**src/lbx_pkg.sv**
```systemverilog
// constants, field layout and types of the local bus expansion controller
// How it works
// - expansion turns strobe and port pins over automatically
// - only mode-sized upper address pins become outputs
// - read drives low address, floats, then samples data
// - address wait and access wait both supported
// - eight-bit mode register, reset value loaded
// - address-wait bit off disables, on enables waits
// - fetch bit chooses slow or fast internal ROM
// - external SFR window goes to external bus
// - mode field picks size; unlisted codes prohibited
// - address masked to size except in full mode
// - internal hits stay internal, pins hold, bus floats
package lbx_pkg;

  localparam int ADDR_W     = 20;
  localparam int DATA_W     = 8;
  localparam int UP_W       = 12;
  localparam int MODE_W     = 4;
  localparam int ACC_WAIT_W = 2;

  // mode register data_area_relocate_instr, reset value and field layout
  localparam logic [15:0] MODE_REG_OFS  = 16'hFFC4;
  localparam logic [7:0]  MODE_RESET    = 8'h20;
  localparam logic [7:0]  MODE_RD_MASK  = 8'hAF;
  localparam int          FETCH_BIT     = 7;
  localparam int          AWAIT_BIT     = 5;
  localparam int          MODE_LSB      = 0;

  // data area data_area_relocate_instr, relocation nibble and external SFR window
  localparam logic [3:0]  SEG_LOW       = 4'h0;
  localparam logic [3:0]  SEG_HIGH      = 4'hF;
  localparam logic [15:0] DATA_AREA_TOP = 16'hFFFF;
  localparam logic [15:0] EXT_SFR_LO    = 16'hFFD0;
  localparam logic [15:0] EXT_SFR_HI    = 16'hFFDF;

  // expansion mode codes
  localparam logic [3:0] MODE_SINGLE = 4'h0;
  localparam logic [3:0] MODE_256B   = 4'h3;
  localparam logic [3:0] MODE_1K     = 4'h4;
  localparam logic [3:0] MODE_4K     = 4'h5;
  localparam logic [3:0] MODE_16K    = 4'h6;
  localparam logic [3:0] MODE_64K    = 4'h7;
  localparam logic [3:0] MODE_256K   = 4'h8;
  localparam logic [3:0] MODE_1M     = 4'h9;

  // address masks and upper pin enables per mode
  localparam logic [19:0] AMASK_256B = 20'h000FF;
  localparam logic [19:0] AMASK_1K   = 20'h003FF;
  localparam logic [19:0] AMASK_4K   = 20'h00FFF;
  localparam logic [19:0] AMASK_16K  = 20'h03FFF;
  localparam logic [19:0] AMASK_64K  = 20'h0FFFF;
  localparam logic [19:0] AMASK_256K = 20'h3FFFF;
  localparam logic [19:0] AMASK_1M   = 20'hFFFFF;
  localparam logic [19:0] AMASK_NONE = 20'h00000;

  // core request carried in one bundle
  typedef struct packed {
    logic              we;
    logic [ADDR_W-1:0] addr;
    logic [DATA_W-1:0] wdata;
  } lbx_req_type;

  typedef enum {
    ST_IDLE,
    ST_ADDR,
    ST_STRB,
    ST_HOLD1,
    ST_HOLD2
  } lbx_state_type;

endpackage

```
**src/lbx_ctrl.sv**
```systemverilog
// local bus expansion controller: mode register, decode and bus cycles
`timescale 1ns/1ps
`default_nettype none
module lbx_ctrl
  import lbx_pkg::*;
#(
  parameter logic [19:0] ROM_TOP_LOW  = 20'h3FFFF,
  parameter logic [19:0] ROM_TOP_HIGH = 20'h1FFFF,
  parameter logic [15:0] RAM_BASE     = 16'hD600
) (
  input  wire logic                  I_CLK,
  input  wire logic                  I_RST_N,
  input  wire logic                  I_REQ,
  input  wire lbx_req_type           I_REQ_BUS,
  input  wire logic                  I_LOC_HIGH,
  input  wire logic [ACC_WAIT_W-1:0] I_ACCESS_WAITS,
  input  wire logic [DATA_W-1:0]     I_MUX_ADDR_DATA,
  output logic                       O_ACK,
  output logic [DATA_W-1:0]          O_RDATA,
  output logic                       O_INTERNAL,
  output logic                       O_BUSY,
  output logic                       O_ADDR_LATCH_STROBE,
  output logic                       O_RD_N,
  output logic                       O_WR_N,
  output logic [DATA_W-1:0]          O_MUX_ADDR_DATA,
  output logic                       O_MUX_ADDR_DATA_OE,
  output logic [UP_W-1:0]            O_UPPER_ADDR_OUT,
  output logic [UP_W-1:0]            O_UPPER_ADDR_EN,
  output logic                       O_PORT_ALT_EN
);

  // elaboration check: data area base must lie below the external SFR window
  if (RAM_BASE >= EXT_SFR_LO) begin : g_bad_ram_base
    $error("RAM_BASE overlaps the external SFR window");
  end

  lbx_state_type              state_r;
  logic [7:0]                 expansion_mode_control_r;
  logic [DATA_W-1:0]          ad_sync1_r;
  logic [DATA_W-1:0]          ad_sync2_r;
  logic                       latch_strobe_r;
  logic                       rd_n_r;
  logic                       wr_n_r;
  logic [DATA_W-1:0]          ad_out_r;
  logic                       ad_oe_r;
  logic [UP_W-1:0]            up_r;
  logic [UP_W-1:0]            up_en_r;
  logic                       alt_en_r;
  logic                       ack_r;
  logic [DATA_W-1:0]          rdata_r;
  logic                       internal_r;
  logic                       busy_r;
  logic                       pins_r;
  logic                       we_r;
  logic [DATA_W-1:0]          wdata_r;
  logic                       addr_wait_pend_r;
  logic [ACC_WAIT_W-1:0]      wcnt_r;

  logic                       internal_fetch_speed_sel;
  logic                       addr_wait_en;
  logic [MODE_W-1:0]          exp_mode;
  logic [3:0]                 seg;
  logic [15:0]                low16;
  logic                       mode_hit;
  logic                       in_ext_sfr;
  logic                       in_data;
  logic                       in_rom;
  logic                       ext_on;
  logic [19:0]                amask;
  logic [19:0]                masked;
  logic [UP_W-1:0]            up_en;

  // mode register fields
  assign internal_fetch_speed_sel = expansion_mode_control_r[FETCH_BIT];
  assign addr_wait_en             = expansion_mode_control_r[AWAIT_BIT];
  assign exp_mode = expansion_mode_control_r[MODE_LSB +: MODE_W];

  // address decode of the internal areas for the current data area place
  assign seg        = I_LOC_HIGH ? SEG_HIGH : SEG_LOW;
  assign low16      = I_REQ_BUS.addr[15:0];
  assign mode_hit   = (I_REQ_BUS.addr == {seg, MODE_REG_OFS});
  assign in_ext_sfr = (I_REQ_BUS.addr[19:16] == seg) &&
                      (low16 >= EXT_SFR_LO) && (low16 <= EXT_SFR_HI);
  assign in_data    = (I_REQ_BUS.addr[19:16] == seg) &&
                      (low16 >= RAM_BASE) && (low16 <= DATA_AREA_TOP) &&
                      !in_ext_sfr;
  assign in_rom     = !in_data && !in_ext_sfr &&
                      (I_REQ_BUS.addr <=
                       (I_LOC_HIGH ? ROM_TOP_HIGH : ROM_TOP_LOW));

  // expansion size decode; unlisted codes act as single-chip
  always_comb begin
    ext_on = 1'b1;
    amask  = AMASK_NONE;
    case (exp_mode)
      MODE_256B: amask = AMASK_256B;
      MODE_1K:   amask = AMASK_1K;
      MODE_4K:   amask = AMASK_4K;
      MODE_16K:  amask = AMASK_16K;
      MODE_64K:  amask = AMASK_64K;
      MODE_256K: amask = AMASK_256K;
      MODE_1M:   amask = AMASK_1M;
      default:   ext_on = 1'b0;
    endcase
  end

  assign masked = I_REQ_BUS.addr & amask;
  assign up_en  = amask[19:8];

  // mode register: written by the core at its data_area_relocate_instr in the current data area segment
  always_ff @(posedge I_CLK) begin
    if (!I_RST_N) begin
      expansion_mode_control_r <= MODE_RESET;
    end else if (I_REQ && state_r == ST_IDLE && mode_hit &&
                 I_REQ_BUS.we) begin
      expansion_mode_control_r <= I_REQ_BUS.wdata & MODE_RD_MASK;
    end
  end

  // pin function selection follows the expansion mode
  always_ff @(posedge I_CLK) begin
    if (!I_RST_N) begin
      alt_en_r <= 1'b0;
      up_en_r  <= '0;
    end else begin
      alt_en_r <= ext_on;
      up_en_r  <= up_en;
    end
  end

  // two-stage synchroniser on the multiplexed bus input
  always_ff @(posedge I_CLK) begin
    if (!I_RST_N) begin
      ad_sync1_r <= '0;
      ad_sync2_r <= '0;
    end else begin
      ad_sync1_r <= I_MUX_ADDR_DATA;
      ad_sync2_r <= ad_sync1_r;
    end
  end

  // bus cycle sequencer and pin drivers
  always_ff @(posedge I_CLK) begin
    if (!I_RST_N) begin
      state_r    <= ST_IDLE;
      latch_strobe_r <= 1'b0;
      rd_n_r     <= 1'b1;
      wr_n_r     <= 1'b1;
      ad_out_r   <= '0;
      ad_oe_r    <= 1'b0;
      up_r       <= '0;
      ack_r      <= 1'b0;
      rdata_r    <= '0;
      internal_r <= 1'b0;
      busy_r     <= 1'b0;
      pins_r     <= 1'b0;
      we_r       <= 1'b0;
      wdata_r    <= '0;
      addr_wait_pend_r <= 1'b0;
      wcnt_r     <= '0;
    end else begin
      ack_r <= 1'b0;
      case (state_r)
        ST_IDLE: begin
          if (I_REQ) begin
            if (mode_hit) begin
              ack_r      <= 1'b1;
              internal_r <= 1'b1;
              rdata_r    <= expansion_mode_control_r & MODE_RD_MASK;
            end else if (in_data ||
                         (in_rom && internal_fetch_speed_sel)) begin
              ack_r      <= 1'b1;
              internal_r <= 1'b1;
              rdata_r    <= '0;
            end else if (!in_rom && !ext_on) begin
              ack_r      <= 1'b1; // no external space in single-chip
              internal_r <= 1'b0;
              rdata_r    <= '0;
            end else begin
              pins_r     <= !in_rom;
              internal_r <= in_rom;
              we_r       <= I_REQ_BUS.we;
              wdata_r    <= I_REQ_BUS.wdata;
              addr_wait_pend_r <= addr_wait_en;
              busy_r     <= 1'b1;
              state_r    <= ST_ADDR;
              if (!in_rom) begin
                latch_strobe_r <= 1'b1;
                ad_oe_r  <= 1'b1;
                ad_out_r <= masked[7:0];
                up_r     <= masked[19:8];
              end
            end
          end
        end
        ST_ADDR: begin
          if (addr_wait_pend_r) begin
            addr_wait_pend_r <= 1'b0;
          end else begin
            latch_strobe_r <= 1'b0;
            wcnt_r  <= I_ACCESS_WAITS;
            state_r <= ST_STRB;
            if (pins_r) begin
              rd_n_r   <= we_r;
              wr_n_r   <= !we_r;
              ad_oe_r  <= we_r;
              ad_out_r <= wdata_r;
            end
          end
        end
        ST_STRB: begin
          if (wcnt_r != '0) begin
            wcnt_r <= wcnt_r - 1'b1;
          end else begin
            rd_n_r  <= 1'b1;
            wr_n_r  <= 1'b1;
            ad_oe_r <= 1'b0;
            state_r <= ST_HOLD1;
          end
        end
        ST_HOLD1: begin
          state_r <= ST_HOLD2;
        end
        ST_HOLD2: begin
          rdata_r <= (pins_r && !we_r) ? ad_sync2_r : '0;
          ack_r   <= 1'b1;
          busy_r  <= 1'b0;
          state_r <= ST_IDLE;
        end
        default: begin
          state_r <= ST_IDLE;
        end
      endcase
    end
  end

  // outputs straight from flip-flops
  assign O_ACK               = ack_r;
  assign O_RDATA             = rdata_r;
  assign O_INTERNAL          = internal_r;
  assign O_BUSY              = busy_r;
  assign O_ADDR_LATCH_STROBE = latch_strobe_r;
  assign O_RD_N              = rd_n_r;
  assign O_WR_N              = wr_n_r;
  assign O_MUX_ADDR_DATA     = ad_out_r;
  assign O_MUX_ADDR_DATA_OE  = ad_oe_r;
  assign O_UPPER_ADDR_OUT    = up_r;
  assign O_UPPER_ADDR_EN     = up_en_r;
  assign O_PORT_ALT_EN       = alt_en_r;

endmodule
`default_nettype wire

```
**config.mk**
```make
export PLATFORM = sky130hd
export DESIGN_NAME = lbx_ctrl
export DESIGN_NICKNAME = d
export VERILOG_FILES = /design/src/lbx_pkg.sv /design/src/lbx_ctrl.sv
export SDC_FILE = /design/constraint.sdc
export NUM_CORES = 1
export LEC_CHECK = 0
export BUFFER_PORTS_ARGS = -buffer_cell sky130_fd_sc_hd__buf_2
export CORE_AREA = 10 10 91 93
export DETAILED_ROUTE_END_ITERATION = 16
export DIE_AREA = 0 0 101 103
export PLACE_DENSITY = 0.91
export SLEW_MARGIN = 0
export SYNTH_ARGS = -nofsm -noshare
export SYNTH_HDL_FRONTEND = slang
export SYNTH_SLANG_ARGS = --single-unit
```
**constraint.sdc**
```tcl
create_clock -name I_CLK -period 4.5 [get_ports I_CLK]
set_input_delay 0.45 -clock I_CLK [delete_from_list [all_inputs] [get_ports I_CLK]]
set_output_delay 0.45 -clock I_CLK [all_outputs]
set_load 0.02 [all_outputs]
```
**After elaboration in Yosys (flattened, before gate mapping)**

Cells that the tools add are included.

- Bits of input ports: 43
- Output and inout port bits: 48
- Register bits: 115
- Word-level logic and storage cells: 156

- Order comparisons: 5
- Multiplexer cells: 62
- Equal/unequal tests: 23
- Bitwise operators: 5
- Add/sub/neg operators: 1
- Reductions and logical operators: 39

Operators by type and width:

| cell | count |
|---|---|
| 2-to-1 mux 32 bit | 6 |
| case mux 20 bit (7 select lines) | 1 |
| case mux 32 bit (4 select lines) | 1 |
| 2-to-1 mux 8 bit | 12 |
| == test 32 x 2 -> 1 bit (second input constant) | 2 |
| zero test 32 bit | 2 |
| == test 32 x 1 -> 1 bit (second input constant) | 1 |
| == test 32 x 3 -> 1 bit (second input constant) | 1 |
| greater-or-equal comparator 16 bit (second input constant) | 2 |
| <= comparator 16 bit (second input constant) | 2 |
| case mux 8 bit (2 select lines) | 2 |
| 2-to-1 mux 1 bit | 28 |
| AND 20 bit | 1 |
| == test 20 bit | 1 |
| <= comparator 20 x 18 -> 1 bit | 1 |
| 2-to-1 mux 18 bit | 1 |
| != test 2 bit (second input constant) | 9 |
| == test 4 x 3 -> 1 bit (second input constant) | 4 |
| AND reduction 5 bit | 3 |
| logical AND 1 bit | 13 |
| case mux 1 bit (2 select lines) | 6 |
| AND reduction 6 bit | 2 |
| AND reduction 9 bit | 1 |
| == test 4 bit (second input constant) | 2 |
| other kinds (19) | 31 |

**Logic depth before layout (Yosys ltp)**

Gate-level depths: netlist of the first run.

- Depth after elaboration: 16
- Mapped depth: 9
- Mapped depth without buffers: 8

**Least setup slack after synthesis of the first run**

OpenSTA, ideal clock, no wires.

- Path kind: input -> register
- Start point: input I_LOC_HIGH
- End point: register ad_out_r[0] (netlist: O_MUX_ADDR_DATA[0])
- Stages: 7
- Setup slack: 2064 ps
- Buffers on the path: 1
- Data arrival time: 2378 ps
- Data required time: 4441 ps
- Library setup time: 59 ps
- Cell sequence: or4_4 -> a2111o_1 -> and3_1 -> a21bo_1 -> buf_6 -> a21oi_4 -> o221a_2

- Word-level cells in the longest chain between the ends: 13
- Elaborated cells between the ends (all ways): 23
- Those cells by class: 1 x order compare; 6 x eq/ne; 2 x mux; 14 x reduce/logical

Ends and longest elaborated chain:

| what | RTL line | text |
|---|---|---|
| from (decl) | lbx_ctrl.sv:15 | `input wire logic I_LOC_HIGH,` |
| parallel branches: the longest is 12 deep, another holds <= comparator 20 x 18 -> 1 bit | - |  |
| AND reduction 8 bit (no source line) * | - |  |
| to (signal assigned) | lbx_ctrl.sv:190 | `ad_out_r <= masked[7:0];` |
| to (signal assigned) | lbx_ctrl.sv:207 | `ad_out_r <= wdata_r;` |
| to (decl) | lbx_ctrl.sv:44 | `logic [DATA_W-1:0] ad_out_r;` |

Mark *: on every way between the ends.
A chain may end at the register's enable or synchronous reset.

**Final worst setup path of the first run**

- Start point: register expansion_mode_control_r[0]
- End point: register rdata_r[5] (netlist: O_RDATA[5])

- Word-level cells in the longest chain between the ends: 7
- Elaborated cells between the ends (all ways): 13
- Those cells by class: 8 x eq/ne; 1 x mux; 4 x reduce/logical

Ends and longest elaborated chain:

| what | RTL line | text |
|---|---|---|
| from (decl) | lbx_ctrl.sv:38 | `logic [7:0] expansion_mode_control_r;` |
| from (signal assigned) | lbx_ctrl.sv:116 | `expansion_mode_control_r <= I_REQ_BUS.wdata & MODE_RD_MASK;` |
| == test 4 bit (tied with other cells) | lbx_ctrl.sv:95 | `case (exp_mode)` |
| OR reduction 7 bit (no source line) * | - |  |
| 2-to-1 mux 1 bit * | lbx_ctrl.sv:95 |  |
| zero test 1 bit * | lbx_ctrl.sv:175 | `end else if (!in_rom && !ext_on) begin` |
| logical AND 1 bit * | lbx_ctrl.sv:175 |  |
| != test 4 bit (no source line) * | - |  |
| AND reduction 3 bit (no source line) * | - |  |
| to (signal assigned) | lbx_ctrl.sv:169 | `rdata_r <= expansion_mode_control_r & MODE_RD_MASK;` |
| to (signal assigned) | lbx_ctrl.sv:225 | `rdata_r <= (pins_r && !we_r) ? ad_sync2_r : '0;` |
| to (decl) | lbx_ctrl.sv:50 | `logic [DATA_W-1:0] rdata_r;` |

Mark *: on every way between the ends. The rest lies on a longest branch, timed or not.

==> impl_metrics.json, run 1 <==
{
  "fill_cells": 547,
  "p_comb_frac": 0.083,
  "vias": 3213,
  "p_leak_nw": 1.84,
  "seq_area_frac_synth": 0.459,
  "crit_arrival_ps": 3280,
  "rows": 30,
  "vias_per_cell": 5.79,
  "p_int_mw": 0.993,
  "final_util": 0.625,
  "syn_avg_cell_area_sq_um": 8.88,
  "cts_tree": "built",
  "ant_nets": 0,
  "layout_setup_ws_ps": 1500,
  "final_max_slew_viol_count": 0,
  "skew_ps": 6.58,
  "overflow": 0,
  "cts_sinks": 80,
  "setup_viol": 0,
  "finalSetupTns_ps": 0,
  "grt_use_met2": 0.284,
  "die_h_microns": 103,
  "clock_path_buffers": 2,
  "cp_max_fo": 15,
  "ys_ff_latch": 80,
  "period_share": 0.666,
  "drv_cap": 0,
  "drive_above_1_share": 0.269,
  "p_sw_mw": 0.334,
  "timing.hold.ws_ps": 295,
  "status": "complete, no violations",
  "met1_usage": 0.204,
  "port_buffers": 90,
  "dpl.hpwl_microns": 6960,
  "drc": 0,
  "wl_microns": 9260,
  "groute.layer.met3.usage": 0.0516,
  "first_pass_iters": 5,
  "cts.clk_slew.worst_paths_ps": 80,
  "antenna_found_initial": 0,
  "grt_pass1_vias": 3108,
  "post_cts_buffers": 0,
  "globalRouteTotalUtil": 0.174,
  "syn_area_sq_um": 3490,
  "critical_path_required_ps": 4780,
  "hold_violations": 0,
  "nets": 515,
  "start_util": 0.531,
  "worst_slew_pin_slew_ps": 1110,
  "place_ws_ps": 1530,
  "fp.coreArea_sq_um": 6570,
  "die-area_sq_um": 10400,
  "synth_cell_types": 53,
  "timing.fmax_mhz": 334,
  "seq_power_share": 0.550,
  "synth_ff_type": "dfxtp_1",
  "die_w_microns": 101,
  "power_density_nw_per_um2": 323,
  "path_class": "flip-flop to flip-flop",
  "yosys_warnings": 0,
  "busiest_layer": "met2",
  "grt_max_degree": 47,
  "grt_first_pass_wirelength_microns": 14600,
  "cp-start-kind": "flip-flop",
  "placedCellCount": 539,
  "swShare": 0.252,
  "clk_latency_ps": 360,
  "diodes": 0,
  "period_minus_slack_ps": 3000,
  "rsz0062_at_grt": "no",
  "hold_buffers": 0,
  "ys_async_sr_fraction": 0,
  "synth_edf_count": 0,
  "clockRootBuffer": "clkbuf_8",
  "wl_per_cell_microns": 16.7,
  "stdcell_count": 555,
  "hp-class": "input port to flip-flop",
  "syn_inst": 393,
  "syn_to_final_growth_pct": 17.6,
  "drt_iter0_markers": 214,
  "io-pin-count": 91,
  "ir_drop_mv": 0.212,
  "htree_levels": 3,
  "routabilityCongestion": 0.922,
  "max-slew-margin-rel": 0.255,
  "cts_buffers": 9,
  "power.share.clock": 0.367,
  "cp-end-kind": "flip-flop",
  "cts_resized": 0,
  "synth_nets": 438
}
==> metrics by stage <==
stage | area (sq um) | power [mW]
floorplan | 3490 | 0.810
global placement | 3920 | 0.851
detailed placement | 3920 | 0.855
CTS | 4110 | 1.33
global route | 4110 | 1.37
finish | 4110 | 1.33
==> final cells by class <==
class	instances	area [sq um]	area share
clock inverter	5	31.3	0.00762
clock buffer	11	151	0.0369
multi-input combinational	281	1730	0.422
sequential	80	1600	0.390
tap	80	100	0.0244
inverter	6	22.5	0.00548
timing repair buffer	92	465	0.113
==> cell usage after synthesis (all sizes together) (2+ instances only) <==
library cell,instances,area (sq um)
buf,9,68.8
mux2i,22,220
nand2,72,270
and2,18,113
ha,2,25.0
a2111oi,3,32.5
a22o,6,52.6
inv,6,22.5
or4,4,37.5
nor3,4,20.0
nand3,16,80.1
nor3b,4,35.0
o211ai,5,37.5
a211oi,2,15.0
and3,5,31.3
clkbuf,17,63.8
nor4,2,12.5
a21oi,19,110
nor2b,10,62.6
nand2b,4,25.0
o21ai,15,75.1
o211a,4,40.0
nor2,22,82.6
nand4,9,56.3
a31oi,4,31.3
dfxtp,80,1600
o22ai,2,12.5
a21boi,2,15.0
o221a,9,101
o31ai,3,22.5
==> cell usage in the layout, fill, tap and decap left out, drive strengths merged, types with 2 or more instances in the layout <==
cell     count
buf         92
dfxtp       80
nand2       72
nor2        22
mux2i       22
a21oi       19
and2        18
nand3       16
o21ai       15
clkbuf      11
nor2b       10
nand4        9
o221a        9
inv          6
a22o         6
o211ai       5
and3         5
nand2b       4
nor3         4
o211a        4
nor3b        4
a31oi        4
clkinv       4
or4          4
o31ai        3
a2111oi      3
nor4         2
a211oi       2
o22ai        2
ha           2
a21boi       2
==> worst max-delay path, stage by stage (launching register included) <==
cell	delay, ps
dfxtp_1	480
a21oi_1	140
o21bai_1	850
nor3b_1	120
or4_4	560
a31oi_2	480
mux2i_1	270
==> flip-flops by register name, summed over array words and instances, names as in the netlist <==
register,flops
O_UPPER_ADDR_OUT,12
O_MUX_ADDR_DATA,8
O_RDATA,8
ad_sync1_r,8
ad_sync2_r,8
wdata_r,8
O_UPPER_ADDR_EN,6
expansion_mode_control_r,6
state_r,3
wcnt_r,2
O_ACK,1
O_ADDR_LATCH_STROBE,1
O_BUSY,1
O_INTERNAL,1
O_MUX_ADDR_DATA_OE,1
O_PORT_ALT_EN,1
O_RD_N,1
O_WR_N,1
addr_wait_pend_r,1
pins_r,1
we_r,1
==> power by group through the flow <==
stage | Clock, mW | Combinational, mW | Sequential, mW
6_report | 0.487 | 0.110 | 0.730
4_1_cts | 0.496 | 0.109 | 0.729
3_3_place_gp | 0 | 0.106 | 0.746
3_5_place_dp | 0 | 0.108 | 0.746
2_1_floorplan | 0 | 0.0644 | 0.746
5_1_grt | 0.519 | 0.121 | 0.731
==> worst paths after layout <==
check	from	end	slack (ps)	cells after the start
setup reg to reg	expansion_mode_control_r[0]$_SDFFE_PN0P_	O_RDATA[5]$_SDFFE_PN0P_	1500	6
setup / recovery	expansion_mode_control_r[0]$_SDFFE_PN0P_	O_RDATA[5]$_SDFFE_PN0P_	1500	6
hold reg to reg	ad_sync1_r[1]$_SDFF_PN0_	ad_sync2_r[1]$_SDFF_PN0_	440	1
hold / removal	I_MUX_ADDR_DATA[0]	ad_sync1_r[0]$_SDFF_PN0_	290	2
==> cells by family after synthesis <==
family          Yosys count  share of synthesized area
simple gates            173                      0.244
compound gates           83                      0.180
flops                    80                      0.459
buf+inv                  32                     0.0444
mux                      23                     0.0663
fa+ha+maj                 2                    0.00717
==> layer usage <==
layer / wire length, microns / up-vias
met3: 892 / 23
met4: 215 / 0
met1: 3920 / 1495
met2: 4240 / 152
li1: - / 1543
met5: 0 / -
Power figures use the tool's default switching activity.
==> run 2, diff against run 1 <==
- ABC_AREA: default -> 1
- CORE_AREA: 10 10 91 93 -> 10 10 95 97
- DIE_AREA: 0 0 101 103 -> 0 0 105 107
- PLACE_DENSITY: 0.91 -> 0.88
- clock period: 4.5 -> 2.8 ns (I/O delays scaled with it)
==> impl_metrics.json, run 2 <==
{
  "grt_pass1_vias": 3675,
  "cp-start-kind": "flip-flop",
  "syn_to_final_growth_pct": 17.9,
  "crit_family": "simple AND/OR/NAND/NOR gates",
  "setup_viol": 0,
  "clockRootBuffer": "clkbuf_8",
  "hold_start": "I_MUX_ADDR_DATA[0]",
  "synth_edf_count": 0,
  "met1_usage": 0.202,
  "reg2reg_from": "expansion_mode_control_r[3]$_SDFFE_PN0P_",
  "cts_resized": 0,
  "dpl.hpwl_microns": 7600,
  "ys_ff_latch": 80,
  "r2r-end": "O_UPPER_ADDR_OUT[8]$_SDFFE_PN0P_",
  "port_buffers": 90,
  "hold_buffers": 0,
  "die_h_microns": 107,
  "synth_most_common_cell": "nand2_1",
  "busiest_layer": "met2",
  "yosys_warnings": 0,
  "synth_nets": 604,
  "skew_ps": 11.3,
  "synth_ff_type": "dfxtp_1",
  "overflow": 0,
  "reg2reg_depth": 11,
  "die_w_microns": 105,
  "hp-class": "input port to flip-flop",
  "grt_first_pass_wirelength_microns": 17000,
  "layout_setup_ws_ps": 460,
  "whs_path_depth": 3,
  "ant_nets": 0,
  "grt_max_degree": 55,
  "max-slew-margin-rel": 0.474,
  "cp-end-kind": "flip-flop",
  "cts_buffers": 9,
  "synth_top_cell_area_share": 0.429,
  "fp.coreArea_sq_um": 7140,
  "p_leak_nw": 2.41,
  "cts_sinks": 80,
  "drc": 0,
  "cts.clk_slew.worst_paths_ps": 80,
  "path_buf_inv": 2,
  "drive_above_1_share": 0.214,
  "die-area_sq_um": 11200,
  "status": "complete, no violations",
  "critPathSlowestCell": "dfxtp_1",
  "slowest_delay_ps": 400,
  "finalSetupTns_ps": 0,
  "post_cts_buffers": 0,
  "fill_cells": 686,
  "htree_levels": 3,
  "groute.layer.met3.usage": 0.0401,
  "timing.fmax_mhz": 427,
  "antenna_found_initial": 1,
  "drv_cap": 0,
  "synth_area_leaders": "dfxtp_1 (43%), nand2_1 (16%), nor2_1 (9.4%)",
  "place_ws_ps": 434,
  "nets": 685,
  "ys_async_sr_fraction": 0,
  "drt_iter0_markers": 252,
  "holdPathEnd": "ad_sync1_r[0]$_SDFF_PN0_",
  "path_class": "flip-flop to flip-flop",
  "power_density_nw_per_um2": 541,
  "final_max_slew_viol_count": 0,
  "rows": 31,
  "crit_arrival_ps": 2590,
  "start_util": 0.523,
  "grt_use_met2": 0.321,
  "clk_latency_ps": 360,
  "largest_reg_flops": 12,
  "wl_microns": 10200,
  "first_pass_iters": 5,
  "rsz0062_at_grt": "no",
  "final_common_cell": "nand2_1",
  "syn_avg_cell_area_sq_um": 6.68,
  "syn_inst": 559,
  "vias": 3726,
  "ir_drop_mv": 0.330,
  "synth_common_cells": "nand2_1 (155), nor2_1 (93), inv_1 (82), dfxtp_1 (80), nand3_1 (36)",
  "seq_area_frac_synth": 0.429,
  "worst_slew_pin_slew_ps": 784,
  "routabilityCongestion": 0.876,
  "syn_area_sq_um": 3730,
  "clock_path_buffers": 2,
  "yosysTopAreaCell": "dfxtp_1",
  "ff2ff_setup_slack_ps": 460,
  "io-pin-count": 91,
  "period_minus_slack_ps": 2340,
  "layout_common_cells": "nand2_1 (155), nor2_1 (93), buf_2 (90), inv_1 (82), dfxtp_1 (80)",
  "critical_path_required_ps": 3050,
  "cts_tree": "built",
  "globalRouteTotalUtil": 0.182,
  "synth_cell_types": 34,
  "path_cells": "inv_2 > nor2_4 > nand2_2 > nand2_2 > inv_2 > o21ai_2 > a21oi_2 > nor2_4 > nand3_2 > nor2_1 > nor2_1",
  "wl_per_cell_microns": 13.6,
  "period_share": 0.836,
  "vias_per_cell": 5.00,
  "hold_violations": 0,
  "cp_max_fo": 21
}
-- run 2: final cells by class --
type                            instances  area, sq um  area share
Multi-Input combinational cell        365         1650       0.376
Sequential cell                        80         1600       0.364
Timing Repair Buffer                   94          480       0.109
Inverter                               90          338      0.0768
Clock buffer                            9          124      0.0281
Tap cell                               99          124      0.0281
Clock inverter                          7         77.6      0.0176
Antenna cell                            1         2.50    0.000569
-- run 2: per-layer routing --
metal	vias to the layer above	wire length (microns)
met2	141	5170
met3	29	565
li1	1864	-
met1	1692	4130
met5	-	0
met4	0	287
-- run 2: tightest hold or removal path: stages --
cell,delay (ps)
buf_2,70
nand2_1,40
inv_1,40
-- run 2: cells by family after synthesis --
family / share of synthesized area
and+or+nand+nor: 0.366
buffers and inverters: 0.128
DFF: 0.429
AOI/OAI and AO/OA: 0.0704
adders and majority gates: 0.00670
-- run 2: per-stage QoR --
| stage | cell area [sq um] | hold WS, ps | util | cells | power, mW |
|---|---|---|---|---|---|
| finish | 4400 | 95.5 | 0.617 | 745 | 2.38 |
| global placement | 4200 | 393 | 0.588 | 728 | 1.52 |
| global route | 4400 | 109 | 0.617 | 745 | 2.47 |
| detailed placement | 4200 | 397 | 0.588 | 728 | 1.53 |
| CTS | 4400 | 91.4 | 0.616 | 744 | 2.38 |
| floorplan | 3730 | 373 | - | 559 | 1.43 |
-- run 2: worst max path at each step --
stage	from	endpoint	slack (ps)	depth (start not counted)
floorplan	I_REQ_BUS[25]	O_MUX_ADDR_DATA[5]$_SDFFE_PN0P_	1050	13
CTS	expansion_mode_control_r[3]$_SDFFE_PN0P_	O_UPPER_ADDR_OUT[11]$_SDFFE_PN0P_	470	12
detailed placement	I_LOC_HIGH	O_UPPER_ADDR_OUT[11]$_SDFFE_PN0P_	430	12
finish	expansion_mode_control_r[3]$_SDFFE_PN0P_	O_UPPER_ADDR_OUT[8]$_SDFFE_PN0P_	460	11
global route	expansion_mode_control_r[3]$_SDFFE_PN0P_	O_UPPER_ADDR_OUT[11]$_SDFFE_PN0P_	200	12
global placement	I_LOC_HIGH	O_UPPER_ADDR_OUT[10]$_SDFFE_PN0P_	580	12
-- run 2: power breakdown --
part	internal [mW]	switching, mW
clock network	0.421	0.450
logic	0.102	0.204
registers	1.18	0.0200
total	1.71	0.674
